File: config.mk
export PLATFORM = sky130hd
export DESIGN_NAME = acq_rec_ctrl
export DESIGN_NICKNAME = d
export VERILOG_FILES = /design/src/acq_rec_pkg.sv /design/src/acq_rec_ctrl.sv
export SDC_FILE = /design/constraint.sdc
export NUM_CORES = 2
export LEC_CHECK = 0
export BUFFER_PORTS_ARGS = -buffer_cell sky130_fd_sc_hd__buf_2
export CELL_PAD_IN_SITES_DETAIL_PLACEMENT = 1
export CELL_PAD_IN_SITES_GLOBAL_PLACEMENT = 2
export CORE_UTILIZATION = 45
export CTS_BUF_LIST = sky130_fd_sc_hd__clkbuf_8
export DETAILED_ROUTE_END_ITERATION = 16
export PLACE_DENSITY = 0.76
export SYNTH_ARGS = -nofsm -noshare
export SYNTH_HDL_FRONTEND = slang
export SYNTH_SLANG_ARGS = --single-unit
File: constraint.sdc
create_clock -name core_clk -period 6.42 [get_ports core_clk]
set_input_delay 0 -clock core_clk [delete_from_list [all_inputs] [get_ports core_clk]]
set_output_delay 0 -clock core_clk [all_outputs]
set_load 0.02 [all_outputs]
File: src/acq_rec_pkg.sv
/*
 * Package for the acquisition recording control block: register map, field
 * positions, reset values, modes, record tags and timing counts.
 * Assumes a 250 MHz core clock and 32-bit APB.
 */
package acq_rec_pkg;
    localparam int unsigned CLK_HZ = 250_000_000;
    // register byte offsets
    localparam logic [7:0] REG_CTRL = 8'h00;
    localparam logic [7:0] REG_STATUS = 8'h04;
    localparam logic [7:0] REG_IRQ_STAT = 8'h08;
    localparam logic [7:0] REG_IRQ_MASK = 8'h0C;
    localparam logic [7:0] REG_DURATION = 8'h10;
    localparam logic [7:0] REG_HISTORY = 8'h14;
    localparam logic [7:0] REG_SWEEP_LEN = 8'h18;
    localparam logic [7:0] REG_RATE = 8'h1C;
    localparam logic [7:0] REG_SWITCHES = 8'h20;
    // control fields
    localparam int CTRL_START = 0;
    localparam int CTRL_STOP = 1;
    localparam int CTRL_MODE_LO = 4;
    localparam int CTRL_MODE_HI = 6;
    localparam int CTRL_FAST_REQ = 8;
    // rate fields: slow divider in [15:0], fast divider in [31:16]
    localparam int RATE_SLOW_LO = 0;
    localparam int RATE_FAST_LO = 16;
    // interrupt event bits
    localparam int EV_DONE = 0;
    localparam int EV_OVERRUN = 1;
    localparam int EV_SWEEP_DROP = 2;
    localparam int EV_RESUME = 3;
    localparam int EV_RATE_ERR = 4;
    localparam int EV_N = 5;
    localparam logic [31:0] CTRL_RST = 32'h0000_0000;
    localparam logic [31:0] MASK_RST = 32'h0000_0000;
    localparam logic [31:0] DURATION_RST = 32'h0000_0000;
    localparam logic [31:0] HISTORY_RST = 32'h0000_0000;
    localparam logic [31:0] SWEEP_LEN_RST = 32'h0000_0000;
    localparam logic [31:0] RATE_RST = 32'h0002_0004;
    // limits
    localparam int unsigned SWITCH_PER_SEC = 400;
    localparam int unsigned SWITCH_MAX = 200_000;
    localparam int unsigned SWITCH_WIN_CYC = CLK_HZ;
    localparam int unsigned CH_CEIL_SPS = 20_000_000;
    localparam logic [15:0] SLOW_DIV_MIN = 16'((CLK_HZ + CH_CEIL_SPS - 1) / CH_CEIL_SPS);
    localparam logic [15:0] SLOW_FAST_RATIO = 16'h0002;

    typedef enum logic [6:0] {
        MODE_MULTI = 7'h01,
        MODE_SLOWFAST = 7'h02,
        MODE_STANDARD = 7'h04,
        MODE_CIRCULAR = 7'h08,
        MODE_TIMED = 7'h10,
        MODE_STOPTRIG = 7'h20,
        MODE_IDLE_SEL = 7'h40
    } mode_t;

    typedef enum logic [3:0] {
        ST_IDLE = 4'h1,
        ST_RUN = 4'h2,
        ST_SUSPEND = 4'h4,
        ST_DONE = 4'h8
    } state_t;

    // tag carried in the top bits of each stream word
    typedef enum logic [1:0] {
        TAG_SAMPLE = 2'h0,
        TAG_TRIGGER = 2'h1,
        TAG_OVR_BEGIN = 2'h2,
        TAG_OVR_END = 2'h3
    } tag_t;

    typedef struct packed {
        tag_t tag;
        logic [29:0] payload;
    } word_t;

    typedef struct packed {
        logic [31:0] paddr;
        logic psel;
        logic penable;
        logic pwrite;
        logic [31:0] pwdata;
    } apb_req_t;

    typedef struct packed {
        logic [31:0] prdata;
        logic pready;
        logic pslverr;
    } apb_rsp_t;
endpackage

File: src/acq_rec_ctrl.sv
/*
 * Acquisition recording control: mode sequencing, continuous recording via
 * an internal FIFO with suspend/resume, sweep overflow markers, slow/fast
 * rate switching limits, APB register file and interrupt.
 * Assumes sample/trigger inputs are on core_clk; medium-full is a pin.
 */
// Local design decisions: the register offsets and the APB register port.
`timescale 1ns/1ps
module acq_rec_ctrl #(
    parameter int DEPTH_LOG2 = 6,
    parameter int unsigned SWITCH_WIN = acq_rec_pkg::SWITCH_WIN_CYC
) (
    input wire logic core_clk,
    input wire logic arst_n,
    input wire acq_rec_pkg::apb_req_t apbReq,
    output acq_rec_pkg::apb_rsp_t apbRsp,
    input wire logic [29:0] sampleData,
    input wire logic sampleValid,
    input wire logic trigEvent,
    input wire logic mediaFullPin,
    output acq_rec_pkg::word_t strmData,
    output logic strmValid,
    input wire logic strmReady,
    output logic fastRate,
    output logic irq
);
    localparam int DEPTH = 1 << DEPTH_LOG2;
    localparam int EV_N = acq_rec_pkg::EV_N;

    logic [31:0] ctrl_r, mask_r, duration_r, history_r, sweepLen_r, rate_r;
    logic [EV_N-1:0] irqStat_r;
    acq_rec_pkg::state_t state_r;
    logic fullMeta_r, mediaFull_r;
    acq_rec_pkg::word_t mem_r [DEPTH];
    logic [DEPTH_LOG2:0] wrPtr_r, rdPtr_r;
    logic [31:0] samplePos_r, suspendPos_r, timer_r, histCnt_r;
    logic [31:0] sweepCnt_r, switchTotal_r, winCnt_r;
    logic [8:0] winSwitch_r;
    logic sweepActive_r, sweepUsed_r, pendEnd_r;
    logic [1:0] notePend_r;
    logic [EV_N-1:0] evSet;

    logic apbWr, apbRd;
    logic [7:0] addr;
    assign apbWr = apbReq.psel && apbReq.penable && apbReq.pwrite;
    assign apbRd = apbReq.psel && !apbReq.penable && !apbReq.pwrite;
    assign addr = apbReq.paddr[7:0];

    acq_rec_pkg::mode_t mode;
    assign mode = acq_rec_pkg::mode_t'(7'h01 << ctrl_r[acq_rec_pkg::CTRL_MODE_HI:acq_rec_pkg::CTRL_MODE_LO]);
    logic isCont, isSweep, running, capturing;
    assign isCont = mode inside {acq_rec_pkg::MODE_STANDARD, acq_rec_pkg::MODE_CIRCULAR,
                                 acq_rec_pkg::MODE_TIMED, acq_rec_pkg::MODE_STOPTRIG};
    assign isSweep = mode inside {acq_rec_pkg::MODE_MULTI, acq_rec_pkg::MODE_SLOWFAST};
    assign running = state_r == acq_rec_pkg::ST_RUN;
    assign capturing = running && sampleValid;

    // fifo occupancy
    logic [DEPTH_LOG2:0] used;
    logic fifoFull, fifoEmpty, push, pop;
    acq_rec_pkg::word_t pushWord;
    assign used = wrPtr_r - rdPtr_r;
    assign fifoFull = used == (DEPTH_LOG2+1)'(DEPTH);
    assign fifoEmpty = used == '0;
    // slow/fast needs sweepLen free; room test used by multi-sweep too
    logic sweepFits;
    assign sweepFits = (32'(DEPTH) - 32'(used)) >= sweepLen_r;

    logic trigHit, stopCond, userStop, userStart;
    assign trigHit = running && trigEvent;
    assign userStart = apbWr && addr == acq_rec_pkg::REG_CTRL && apbReq.pwdata[acq_rec_pkg::CTRL_START];
    assign userStop = apbWr && addr == acq_rec_pkg::REG_CTRL && apbReq.pwdata[acq_rec_pkg::CTRL_STOP];

    // stop conditions per mode
    always_comb begin
        stopCond = userStop;
        unique case (mode)
            acq_rec_pkg::MODE_STANDARD: stopCond = userStop || mediaFull_r;
            acq_rec_pkg::MODE_CIRCULAR: stopCond = userStop || trigHit;
            acq_rec_pkg::MODE_TIMED: stopCond = userStop || mediaFull_r
                                              || (timer_r >= duration_r);
            acq_rec_pkg::MODE_STOPTRIG: stopCond = userStop || mediaFull_r || trigHit;
            acq_rec_pkg::MODE_MULTI: stopCond = userStop || mediaFull_r;
            acq_rec_pkg::MODE_SLOWFAST: stopCond = userStop || mediaFull_r
                                                || (sweepUsed_r && !sweepActive_r);
            default: stopCond = 1'b1;
        endcase
    end

    // fifo push selection: notes, trigger markers, samples
    logic sweepGate, sampleAccept, trigMark;
    assign sweepGate = !isSweep || sweepActive_r;
    assign trigMark = trigHit && isSweep && !fifoFull;
    assign sampleAccept = capturing && sweepGate && !fifoFull && !trigMark && notePend_r == 2'h0;
    always_comb begin
        push = 1'b0;
        pushWord = '{tag: acq_rec_pkg::TAG_SAMPLE, payload: sampleData};
        if (notePend_r == 2'h2 && !fifoFull) begin
            push = 1'b1;
            pushWord = '{tag: acq_rec_pkg::TAG_OVR_BEGIN, payload: suspendPos_r[29:0]};
        end else if (notePend_r == 2'h1 && !fifoFull) begin
            push = 1'b1;
            pushWord = '{tag: acq_rec_pkg::TAG_OVR_END, payload: samplePos_r[29:0]};
        end else if (trigMark) begin
            push = 1'b1;
            pushWord = '{tag: acq_rec_pkg::TAG_TRIGGER, payload: samplePos_r[29:0]};
        end else if (sampleAccept) begin
            push = 1'b1;
        end
    end
    // drains in every state, suspend included
    assign pop = !fifoEmpty && (!strmValid || strmReady);

    always_ff @(posedge core_clk or negedge arst_n) begin
        if (!arst_n) begin
            fullMeta_r <= 1'b0;
            mediaFull_r <= 1'b0;
        end else begin
            fullMeta_r <= mediaFullPin;
            mediaFull_r <= fullMeta_r;
        end
    end

    // fifo storage
    always_ff @(posedge core_clk) begin
        if (push) begin
            mem_r[wrPtr_r[DEPTH_LOG2-1:0]] <= pushWord;
        end
    end

    always_ff @(posedge core_clk or negedge arst_n) begin
        if (!arst_n) begin
            wrPtr_r <= '0;
            rdPtr_r <= '0;
            strmValid <= 1'b0;
            strmData <= '0;
        end else begin
            if (push) begin
                wrPtr_r <= wrPtr_r + 1'b1;
            end
            if (pop) begin
                rdPtr_r <= rdPtr_r + 1'b1;
                strmData <= mem_r[rdPtr_r[DEPTH_LOG2-1:0]];
                strmValid <= 1'b1;
            end else if (strmReady) begin
                strmValid <= 1'b0;
            end
        end
    end

    // recording state machine
    always_ff @(posedge core_clk or negedge arst_n) begin
        if (!arst_n) begin
            state_r <= acq_rec_pkg::ST_IDLE;
            suspendPos_r <= '0;
            notePend_r <= 2'h0;
            pendEnd_r <= 1'b0;
        end else begin
            if (push && notePend_r != 2'h0) begin
                notePend_r <= notePend_r - 2'h1;
            end
            unique case (state_r)
                acq_rec_pkg::ST_IDLE, acq_rec_pkg::ST_DONE: begin
                    if (userStart) begin
                        state_r <= acq_rec_pkg::ST_RUN;
                    end
                end
                acq_rec_pkg::ST_RUN: begin
                    if (stopCond) begin
                        state_r <= acq_rec_pkg::ST_DONE;
                    end else if (isCont && fifoFull && sampleValid) begin
                        state_r <= acq_rec_pkg::ST_SUSPEND;
                        suspendPos_r <= samplePos_r;
                    end
                end
                acq_rec_pkg::ST_SUSPEND: begin
                    if (userStop || mediaFull_r) begin
                        state_r <= acq_rec_pkg::ST_DONE;
                    end else if (fifoEmpty) begin
                        state_r <= acq_rec_pkg::ST_RUN;
                        notePend_r <= 2'h2;
                    end
                end
                default: state_r <= acq_rec_pkg::ST_IDLE;
            endcase
            pendEnd_r <= state_r == acq_rec_pkg::ST_RUN && stopCond;
        end
    end

    // position, timer and circular history counters
    always_ff @(posedge core_clk or negedge arst_n) begin
        if (!arst_n) begin
            samplePos_r <= '0;
            timer_r <= '0;
            histCnt_r <= '0;
        end else if (userStart && !running) begin
            samplePos_r <= '0;
            timer_r <= '0;
            histCnt_r <= '0;
        end else begin
            if (running || state_r == acq_rec_pkg::ST_SUSPEND) begin
                timer_r <= timer_r + 32'h1;
                if (sampleValid) begin
                    samplePos_r <= samplePos_r + 32'h1;
                end
            end
            // history wraps so the medium address overwrites oldest data
            if (sampleAccept && mode == acq_rec_pkg::MODE_CIRCULAR) begin
                histCnt_r <= (histCnt_r + 32'h1 >= history_r) ? 32'h0 : histCnt_r + 32'h1;
            end
        end
    end

    // sweep window tracking
    always_ff @(posedge core_clk or negedge arst_n) begin
        if (!arst_n) begin
            sweepActive_r <= 1'b0;
            sweepUsed_r <= 1'b0;
            sweepCnt_r <= '0;
        end else if (userStart && !running) begin
            sweepActive_r <= 1'b0;
            sweepUsed_r <= 1'b0;
            sweepCnt_r <= '0;
        end else if (sweepActive_r) begin
            if (sampleAccept) begin
                sweepCnt_r <= sweepCnt_r + 32'h1;
                if (sweepCnt_r + 32'h1 >= sweepLen_r) begin
                    sweepActive_r <= 1'b0;
                end
            end
        end else if (trigHit && isSweep && sweepFits
                     && !(mode == acq_rec_pkg::MODE_SLOWFAST && sweepUsed_r)) begin
            sweepActive_r <= 1'b1;
            sweepUsed_r <= 1'b1;
            sweepCnt_r <= '0;
        end
    end

    // slow/fast rate switching with limits
    logic switchReq, switchOk, rateLegal;
    logic [15:0] slowDiv, fastDiv;
    assign slowDiv = rate_r[acq_rec_pkg::RATE_SLOW_LO +: 16];
    assign fastDiv = rate_r[acq_rec_pkg::RATE_FAST_LO +: 16];
    assign rateLegal = slowDiv >= 16'(fastDiv * acq_rec_pkg::SLOW_FAST_RATIO)
                    && slowDiv >= acq_rec_pkg::SLOW_DIV_MIN;
    assign switchReq = ctrl_r[acq_rec_pkg::CTRL_FAST_REQ] != fastRate;
    assign switchOk = switchReq && mode == acq_rec_pkg::MODE_SLOWFAST && sweepActive_r && rateLegal
                   && 32'(winSwitch_r) < acq_rec_pkg::SWITCH_PER_SEC
                   && switchTotal_r < acq_rec_pkg::SWITCH_MAX;

    always_ff @(posedge core_clk or negedge arst_n) begin
        if (!arst_n) begin
            fastRate <= 1'b0;
            winCnt_r <= '0;
            winSwitch_r <= '0;
            switchTotal_r <= '0;
        end else begin
            if (winCnt_r >= SWITCH_WIN - 1) begin
                winCnt_r <= '0;
                winSwitch_r <= '0;
            end else begin
                winCnt_r <= winCnt_r + 32'h1;
                if (switchOk) begin
                    winSwitch_r <= winSwitch_r + 9'h1;
                end
            end
            if (userStart && !running) begin
                switchTotal_r <= '0;
            end else if (switchOk) begin
                fastRate <= !fastRate;
                switchTotal_r <= switchTotal_r + 32'h1;
            end
        end
    end

    // interrupt events
    always_comb begin
        evSet = '0;
        evSet[acq_rec_pkg::EV_DONE] = pendEnd_r;
        evSet[acq_rec_pkg::EV_OVERRUN] = running && isCont && fifoFull && sampleValid && !stopCond;
        evSet[acq_rec_pkg::EV_SWEEP_DROP] = trigHit && isSweep && !sweepActive_r && !sweepFits;
        evSet[acq_rec_pkg::EV_RESUME] = state_r == acq_rec_pkg::ST_SUSPEND && fifoEmpty;
        evSet[acq_rec_pkg::EV_RATE_ERR] = switchReq && mode == acq_rec_pkg::MODE_SLOWFAST && !rateLegal;
    end

    always_ff @(posedge core_clk or negedge arst_n) begin
        if (!arst_n) begin
            ctrl_r <= acq_rec_pkg::CTRL_RST;
            mask_r <= acq_rec_pkg::MASK_RST;
            duration_r <= acq_rec_pkg::DURATION_RST;
            history_r <= acq_rec_pkg::HISTORY_RST;
            sweepLen_r <= acq_rec_pkg::SWEEP_LEN_RST;
            rate_r <= acq_rec_pkg::RATE_RST;
        end else if (apbWr) begin
            unique case (addr)
                acq_rec_pkg::REG_CTRL: ctrl_r <= apbReq.pwdata & 32'h0000_0170;
                acq_rec_pkg::REG_IRQ_MASK: mask_r <= apbReq.pwdata;
                acq_rec_pkg::REG_DURATION: duration_r <= apbReq.pwdata;
                acq_rec_pkg::REG_HISTORY: history_r <= apbReq.pwdata;
                acq_rec_pkg::REG_SWEEP_LEN: sweepLen_r <= apbReq.pwdata;
                acq_rec_pkg::REG_RATE: rate_r <= apbReq.pwdata;
                default: ;
            endcase
        end
    end

    // write-one-to-clear; a new event wins over the clear
    always_ff @(posedge core_clk or negedge arst_n) begin
        if (!arst_n) begin
            irqStat_r <= '0;
            irq <= 1'b0;
        end else begin
            if (apbWr && addr == acq_rec_pkg::REG_IRQ_STAT) begin
                irqStat_r <= (irqStat_r & ~apbReq.pwdata[EV_N-1:0]) | evSet;
            end else begin
                irqStat_r <= irqStat_r | evSet;
            end
            irq <= |(irqStat_r & mask_r[EV_N-1:0]);
        end
    end

    // read data captured in setup phase, pready in access phase
    always_ff @(posedge core_clk or negedge arst_n) begin
        if (!arst_n) begin
            apbRsp <= '0;
        end else begin
            apbRsp.pready <= apbReq.psel && !apbReq.penable;
            apbRsp.pslverr <= apbReq.psel && !apbReq.penable && addr > acq_rec_pkg::REG_SWITCHES;
            if (apbRd) begin
                unique case (addr)
                    acq_rec_pkg::REG_CTRL: apbRsp.prdata <= ctrl_r;
                    acq_rec_pkg::REG_STATUS: apbRsp.prdata <= {20'h0, used[DEPTH_LOG2 -: 1], 3'h0,
                                                                fastRate, sweepActive_r, mediaFull_r,
                                                                fifoFull, state_r};
                    acq_rec_pkg::REG_IRQ_STAT: apbRsp.prdata <= 32'(irqStat_r);
                    acq_rec_pkg::REG_IRQ_MASK: apbRsp.prdata <= mask_r;
                    acq_rec_pkg::REG_DURATION: apbRsp.prdata <= duration_r;
                    acq_rec_pkg::REG_HISTORY: apbRsp.prdata <= history_r;
                    acq_rec_pkg::REG_SWEEP_LEN: apbRsp.prdata <= sweepLen_r;
                    acq_rec_pkg::REG_RATE: apbRsp.prdata <= rate_r;
                    acq_rec_pkg::REG_SWITCHES: apbRsp.prdata <= switchTotal_r;
                    default: apbRsp.prdata <= 32'h0000_0000;
                endcase
            end else if (!apbReq.psel) begin
                apbRsp.prdata <= 32'h0000_0000;
            end
        end
    end
endmodule // acq_rec_ctrl

# Word level (Yosys, flattened, before mapping)
# Memory sizes are Yosys's and may differ from the RTL's. A register that Yosys moved wholly into a read port is not among the register bits.
# Index checks and enable logic that the tools add are counted.
totals:
  ff_bits: 430
  mem_bits_rw: 2048
  in_bits: 103
  elab_cells: 228
  mem_count: 1
op_classes:
  addsub: 11
  order_cmp: 9
  n_eq_ne: 28
  n_shift: 1
  mux: 48
  bitwise: 7
  n_reduce_logical: 94
mem_list:
  columns: ["name", "words", "width", "rd", "rd_clocked_by_memory_dff", "wr", "line", "source"]
  rows:
  - ["mem_r", 64, 32, 1, 1, 1, "acq_rec_ctrl.sv:34", "acq_rec_pkg::word_t mem_r [DEPTH];"]
op_table:
  columns: ["operator", "n"]
  rows:
  - ["32-bit 2-to-1 mux", 16]
  - ["32-bit one-hot mux with 9 select lines", 1]
  - ["32-bit by 1-bit adder with 32-bit output (second input constant)", 5]
  - ["32-bit >= comparator", 3]
  - ["1-bit logical AND", 43]
  - ["8-bit by 5-bit equality test with 1-bit output (second input constant)", 4]
  - ["32-bit by 28-bit >= comparator with 1-bit output (second input constant)", 1]
  - ["32-bit by 18-bit < comparator with 1-bit output (second input constant)", 1]
  - ["31-bit 2-to-1 mux", 1]
  - ["4-bit 2-to-1 mux", 5]
  - ["2-bit AND reduction", 10]
  - ["9-bit 2-to-1 mux", 2]
  - ["8-bit by 4-bit equality test with 1-bit output (second input constant)", 2]
  - ["16-bit >= comparator", 1]
  - ["16-bit by 4-bit >= comparator with 1-bit output (second input constant)", 1]
  - ["1-bit 2-to-1 mux", 16]
  - ["2-bit nonzero test", 8]
  - ["1-bit logical NOT", 15]
  - ["7-bit by 1-bit adder with 7-bit output (second input constant)", 2]
  - ["4-bit one-hot mux with 3 select lines", 1]
  - ["5-bit AND", 2]
  - ["5-bit bitwise OR", 2]
  - ["9-bit by 1-bit adder with 9-bit output (second input constant)", 1]
  - ["9-bit < comparator (second input constant)", 1]
  - ["other kinds (39)", 54]

# Logic depth before layout (Yosys ltp)
depth:
  ltp_word: 18
  depth_mapped: 21

# Worst setup path after synthesis
# No wires, ideal clock.
synth_timing:
  path_kind: "flip-flop to flip-flop"
  start: "register rdPtr_r[2]"
  end: "memory mem_r[0][30] in the netlist's numbering (data pin)"
  setup_time_ps: 680
  arrival_time_ps: 5418
  required_ps: 5740
  setup_slack_ps: 322
  path_stages_with_launch: 14
  n_path_buf: 6
  synth_period_minus_slack_ps: 6098
  cell_sequence: "dfrtp_1 > clkbuf_1 > inv_1 > buf_2 > buf_2 > buf_1 > ha_1 > a21oi_1 > a221oi_2 > o21ai_2 > a211oi_2 > buf_2 > clkbuf_1 > nor3_1"
synth_lines:
  columns: ["item", "line", "source"]
  rows:
  - ["start, declared", "acq_rec_ctrl.sv:35", "logic [DEPTH_LOG2:0] wrPtr_r, rdPtr_r;"]
  - ["start signal, assigned", "acq_rec_ctrl.sv:142", "rdPtr_r <= rdPtr_r + 1'b1;"]
  - ["end, declared", "acq_rec_ctrl.sv:34", null]

# Worst setup path in the final report
layout_timing:
  start: "register rdPtr_r[2]"
  end: "register sweepCnt_r[31]"
layout_between:
  elab_chain_cells: 9
  word_cells_on_any_way: 15
  cone_classes: "add/sub (2); order compare (1); eq/ne (2); reduce/logical (10)"
layout_lines:
  columns: ["item", "line", "source"]
  rows:
  - ["7-bit subtractor *", "acq_rec_ctrl.sv:62", "assign used = wrPtr_r - rdPtr_r;"]
  - ["parallel branches: the longest is 7 deep, another holds 32-bit >= comparator", null, null]
  - ["2-bit AND reduction (no line) *", null, null]
  - ["end signal, assigned", "acq_rec_ctrl.sv:226", "sweepCnt_r <= sweepCnt_r + 32'h1;"]
  - ["end, declared", "acq_rec_ctrl.sv:37", "logic [31:0] sweepCnt_r, switchTotal_r, winCnt_r;"]
# Mark *: on every way between the ends.
# A chain may end at the register's enable or synchronous reset.

==> impl_results.md <==
* Ys Warns at 0
* Internal power at 29.2 mW
* CP delay by family, top: simple AND/OR/NAND/NOR gates
* Tmin final at 5.54 ns
* Port-buffer cells at between 100 and 150
* Worst-path maximum fanout at 35
* Row count at between 150 and 200
* Mapped Cells at 5704
* CP Class: flip-flop to flip-flop
* Die Height at 479 um
* Combinational power share at 27.4%
* Clock Latency Late Sink at approximately 1.1 ns
* Switching Fraction at around 32%
* Via count at about 58000
* Post-synth top area share at between 60% and 70%
* Post-synthesis sequential area ratio at 71.3%
* Vias in the first global route at 61000
* Asr flop ratio synth at a little under a fifth
* Final Hold Slack at 0.0772 ns
* Initial core utilization at a little under half
* Post-DR vias/cell at between 6 and 7
* Worst min path class: input port to flip-flop
* Clock transition at path regs at roughly 0.060 ns
* Slew Viols, Final at 0
* I/O pin count at 172
* Number of synthesized flops with an enable pin at 2048
* CP cell instances: inv_8 > ha_1 > a211oi_1 > nor4b_1 > or2_2 > nor2_1 > buf_4 > nor2_2 > buf_4 > ha_1 > nand4_1 > nor3_1 > nand2_1 > or3_1 > o21ba_2 > nand2_1 > o2bb2ai_1
* CTS sink count at 2508
* Synthesized area at 102000 um^2
* Max cap viols at 0
* Status: complete, no violations
* Worst Path Required at around 7.3 ns
* DR WL met3 at 22100 um
* Num CTS Buffers at 417
* Max incr delay on CP at 0.70 ns
* Grt total ovfl at 0
* Post_cts resized at 0
* Final Util at 51.6%
* M1 wire length at ~120000 um
* Post-layout nets at roughly 6500
* Final period util at about 86%
* Main synth FF type: edfxtp_1
* Max Fclk at 180 MHz
* #FFs+latches synth at 2508
* Worst Path Arrival at 6.40 ns
* Final setup fails at 0
* Area contributors post-synth: edfxtp_1 (60%), mux4_2 (12%), dfrtp_1 (11%)
* Final Hold Violating Endpoints at 0
* Cts hold-fix bufs at 111
* Routed WL at slightly below 300000 um
* DR WL/cell at 30.8 um
* DRT antenna net count at 0
* Initial DRC count at 5879
* CP endpoint kind: flip-flop
* Global-route wire length before repair at 427000 um
* Slew margin rel. at 7.82%
* Largest net degree at the start of global routing at 146
* Initial antenna violation count at 17
* Post-CTS setup buffer count at 0
* Top routing layer used: met5
* Post-DP HPWL at 180000 um
* Final Skew at between 0.1 and 0.15 ns
* Clk Tree Root Cell: clkbuf_8
* CTS H-tree lvls at 5
* Worst Tran Pin Value at 1.38 ns
* Die ar. at 230000 um^2
* Placed cells at 8730
* Sum Neg Setup Slack at 0 ns
* Die width at 479 um
* Post-route insts no fill at 9585
* Clock share of power at 30.0%
* Core area at about 230000 um^2
* Leading area contributor after synthesis: edfxtp_1
* Total GRT Usage at between 20% and 30%
* Sequential share of power at 42.6%
* Layout cell share with drive strength beyond 1 at 26.3%
* DR pass1 iterations at 6
* Leak Pwr at between 40 and 50 nW
* Top-count cell post-synth: edfxtp_1
* Count of cell types in the netlist at 95
* Met2 WL post-DR at 140000 um
* Pwr dens at 370 nW/um^2
* Synth top cells by count: edfxtp_1 (2048), mux4_2 (529), dfrtp_1 (457)
* Switching pwr at between 10 and 15 mW
* Clk buf depth at 4
* Final Power at 43.1 mW
* RSZ-0062 raised after global routing: no
* Area Growth Syn to Fin at 13.7%
* DRC viols at 0
* CP max-delay cell: dfrtp_1
* Startpoint types: flip-flop
* CTS tree: done
* Maximum vdd drop at 0.398 mV
* Final RePlAce weighted congestion at 0.857
* Syn_area_per_cell at 18.0 um^2
* Crit path buffers/inverters at 3
==> logic make-up (layout without fill, tap and decap cells) <==
kind of cell | after synthesis | count (layout) | synth area share (%)
other cells | 1 | 11 | 0.00366
xor+xnor | 131 | 131 | 1.12
simple gates | 913 | 913 | 4.33
buf+inv | 415 | 1294 | 1.65
fa+ha+maj | 130 | 130 | 1.59
compound gates | 771 | 771 | 5.20
mux | 835 | 835 | 14.9
flops | 2508 | 2508 | 71.3
==> placed cells by master, fill, tap and decap left out, types with 87 or more instances in the layout <==
| cell type | netlist | routed |
|---|---|---|
| nand3_1 | 120 | 120 |
| inv_1 | 113 | 246 |
| dfrtp_1 | 457 | 454 |
| edfxtp_1 | 2048 | 2048 |
| a21oi_1 | 195 | 195 |
| mux4_2 | 529 | 529 |
| mux2i_1 | 113 | 113 |
| ha_1 | 129 | 129 |
| mux2_2 | 193 | 193 |
| a221oi_1 | 87 | 87 |
| nor2_1 | 232 | 159 |
| buf_2 | 80 | 146 |
| dlygate4sd3_1 | 0 | 110 |
| o21ai_0 | 145 | 145 |
| nand2_1 | 275 | 274 |
| clkbuf_8 | 0 | 437 |
| buf_4 | 4 | 175 |
==> worst reg2reg max path, stage by stage, from the launching register on <==
cell and delay [ns]:
dfrtp_1 0.70, inv_8 0.31, ha_1 0.44, a211oi_1 0.36
nor4b_1 0.11, or2_2 0.39, nor2_1 0.13, buf_4 0.18
nor2_2 0.06, buf_4 0.24, ha_1 0.36, nand4_1 0.20
nor3_1 0.26, nand2_1 0.11, or3_1 0.35, o21ba_2 0.25
nand2_1 0.70, o2bb2ai_1 0.18
==> flip-flops by register name, summed over array words and instances, names as in the netlist, 2 cells and up <==
signal,count
mem_r,2048
mask_r,32
sweepCnt_r,32
switchTotal_r,32
sweepLen_r,32
ctrl_r,4
samplePos_r,30
winCnt_r,32
duration_r,32
wrPtr_r,7
apbRsp,34
rdPtr_r,7
timer_r,32
suspendPos_r,30
state_r,4
winSwitch_r,9
strmData,32
irqStat_r,5
history_r,32
rate_r,32
notePend_r,2
==> cell type report <==
type	instances	area [um^2]
diodes	7	17.5
clock buffers	437	6010
clock inverters	300	1440
fillers	20900	109000
inverters	115	439
multi-input cells	2784	28400
flip-flops and latches	2508	73000
well taps	2992	3740
repair buffers	442	3370
==> worst paths after layout <==
path	slack (ns)	startpoint	cells past startpoint	endpoint
setup / recovery	0.88	rdPtr_r[2]	17	sweepCnt_r[31]
hold / removal	0.08	strmReady	4	strmValid
setup reg to reg	0.88	rdPtr_r[2]	17	sweepCnt_r[31]
hold reg to reg	0.35	fullMeta_r	0	mediaFull_r
max in group asynchronous	5.22	arst_n	4	suspendPos_r[14]
min in group asynchronous	0.15	arst_n	4	mask_r[13]
==> routing by layer <==
metal	up-vias	global-route usage, %
met2	2263	40.9
met1	31000	36.0
met3	478	4.87
met5	-	0
li1	24200	-
met4	2	7.97
==> per-stage QoR <==
stage                     area [um^2]  setup WS, ns
final                          116000         0.876
after global routing           116000         0.404
after CTS                      116000         0.833
after detailed placement       108000         0.924
after global placement         108000          1.07
after floorplan                102000         0.322
==> power by group through the flow <==
stage	clock network (mW)	logic [mW]	registers, mW
global route	13.8	12.5	18.4
detailed placement	0	11.8	18.7
floorplan	0	7.56	18.6
CTS	13.2	11.9	18.3
finish	12.9	11.8	18.3
global placement	0	11.6	18.6
Power figures use the tool's default switching activity.
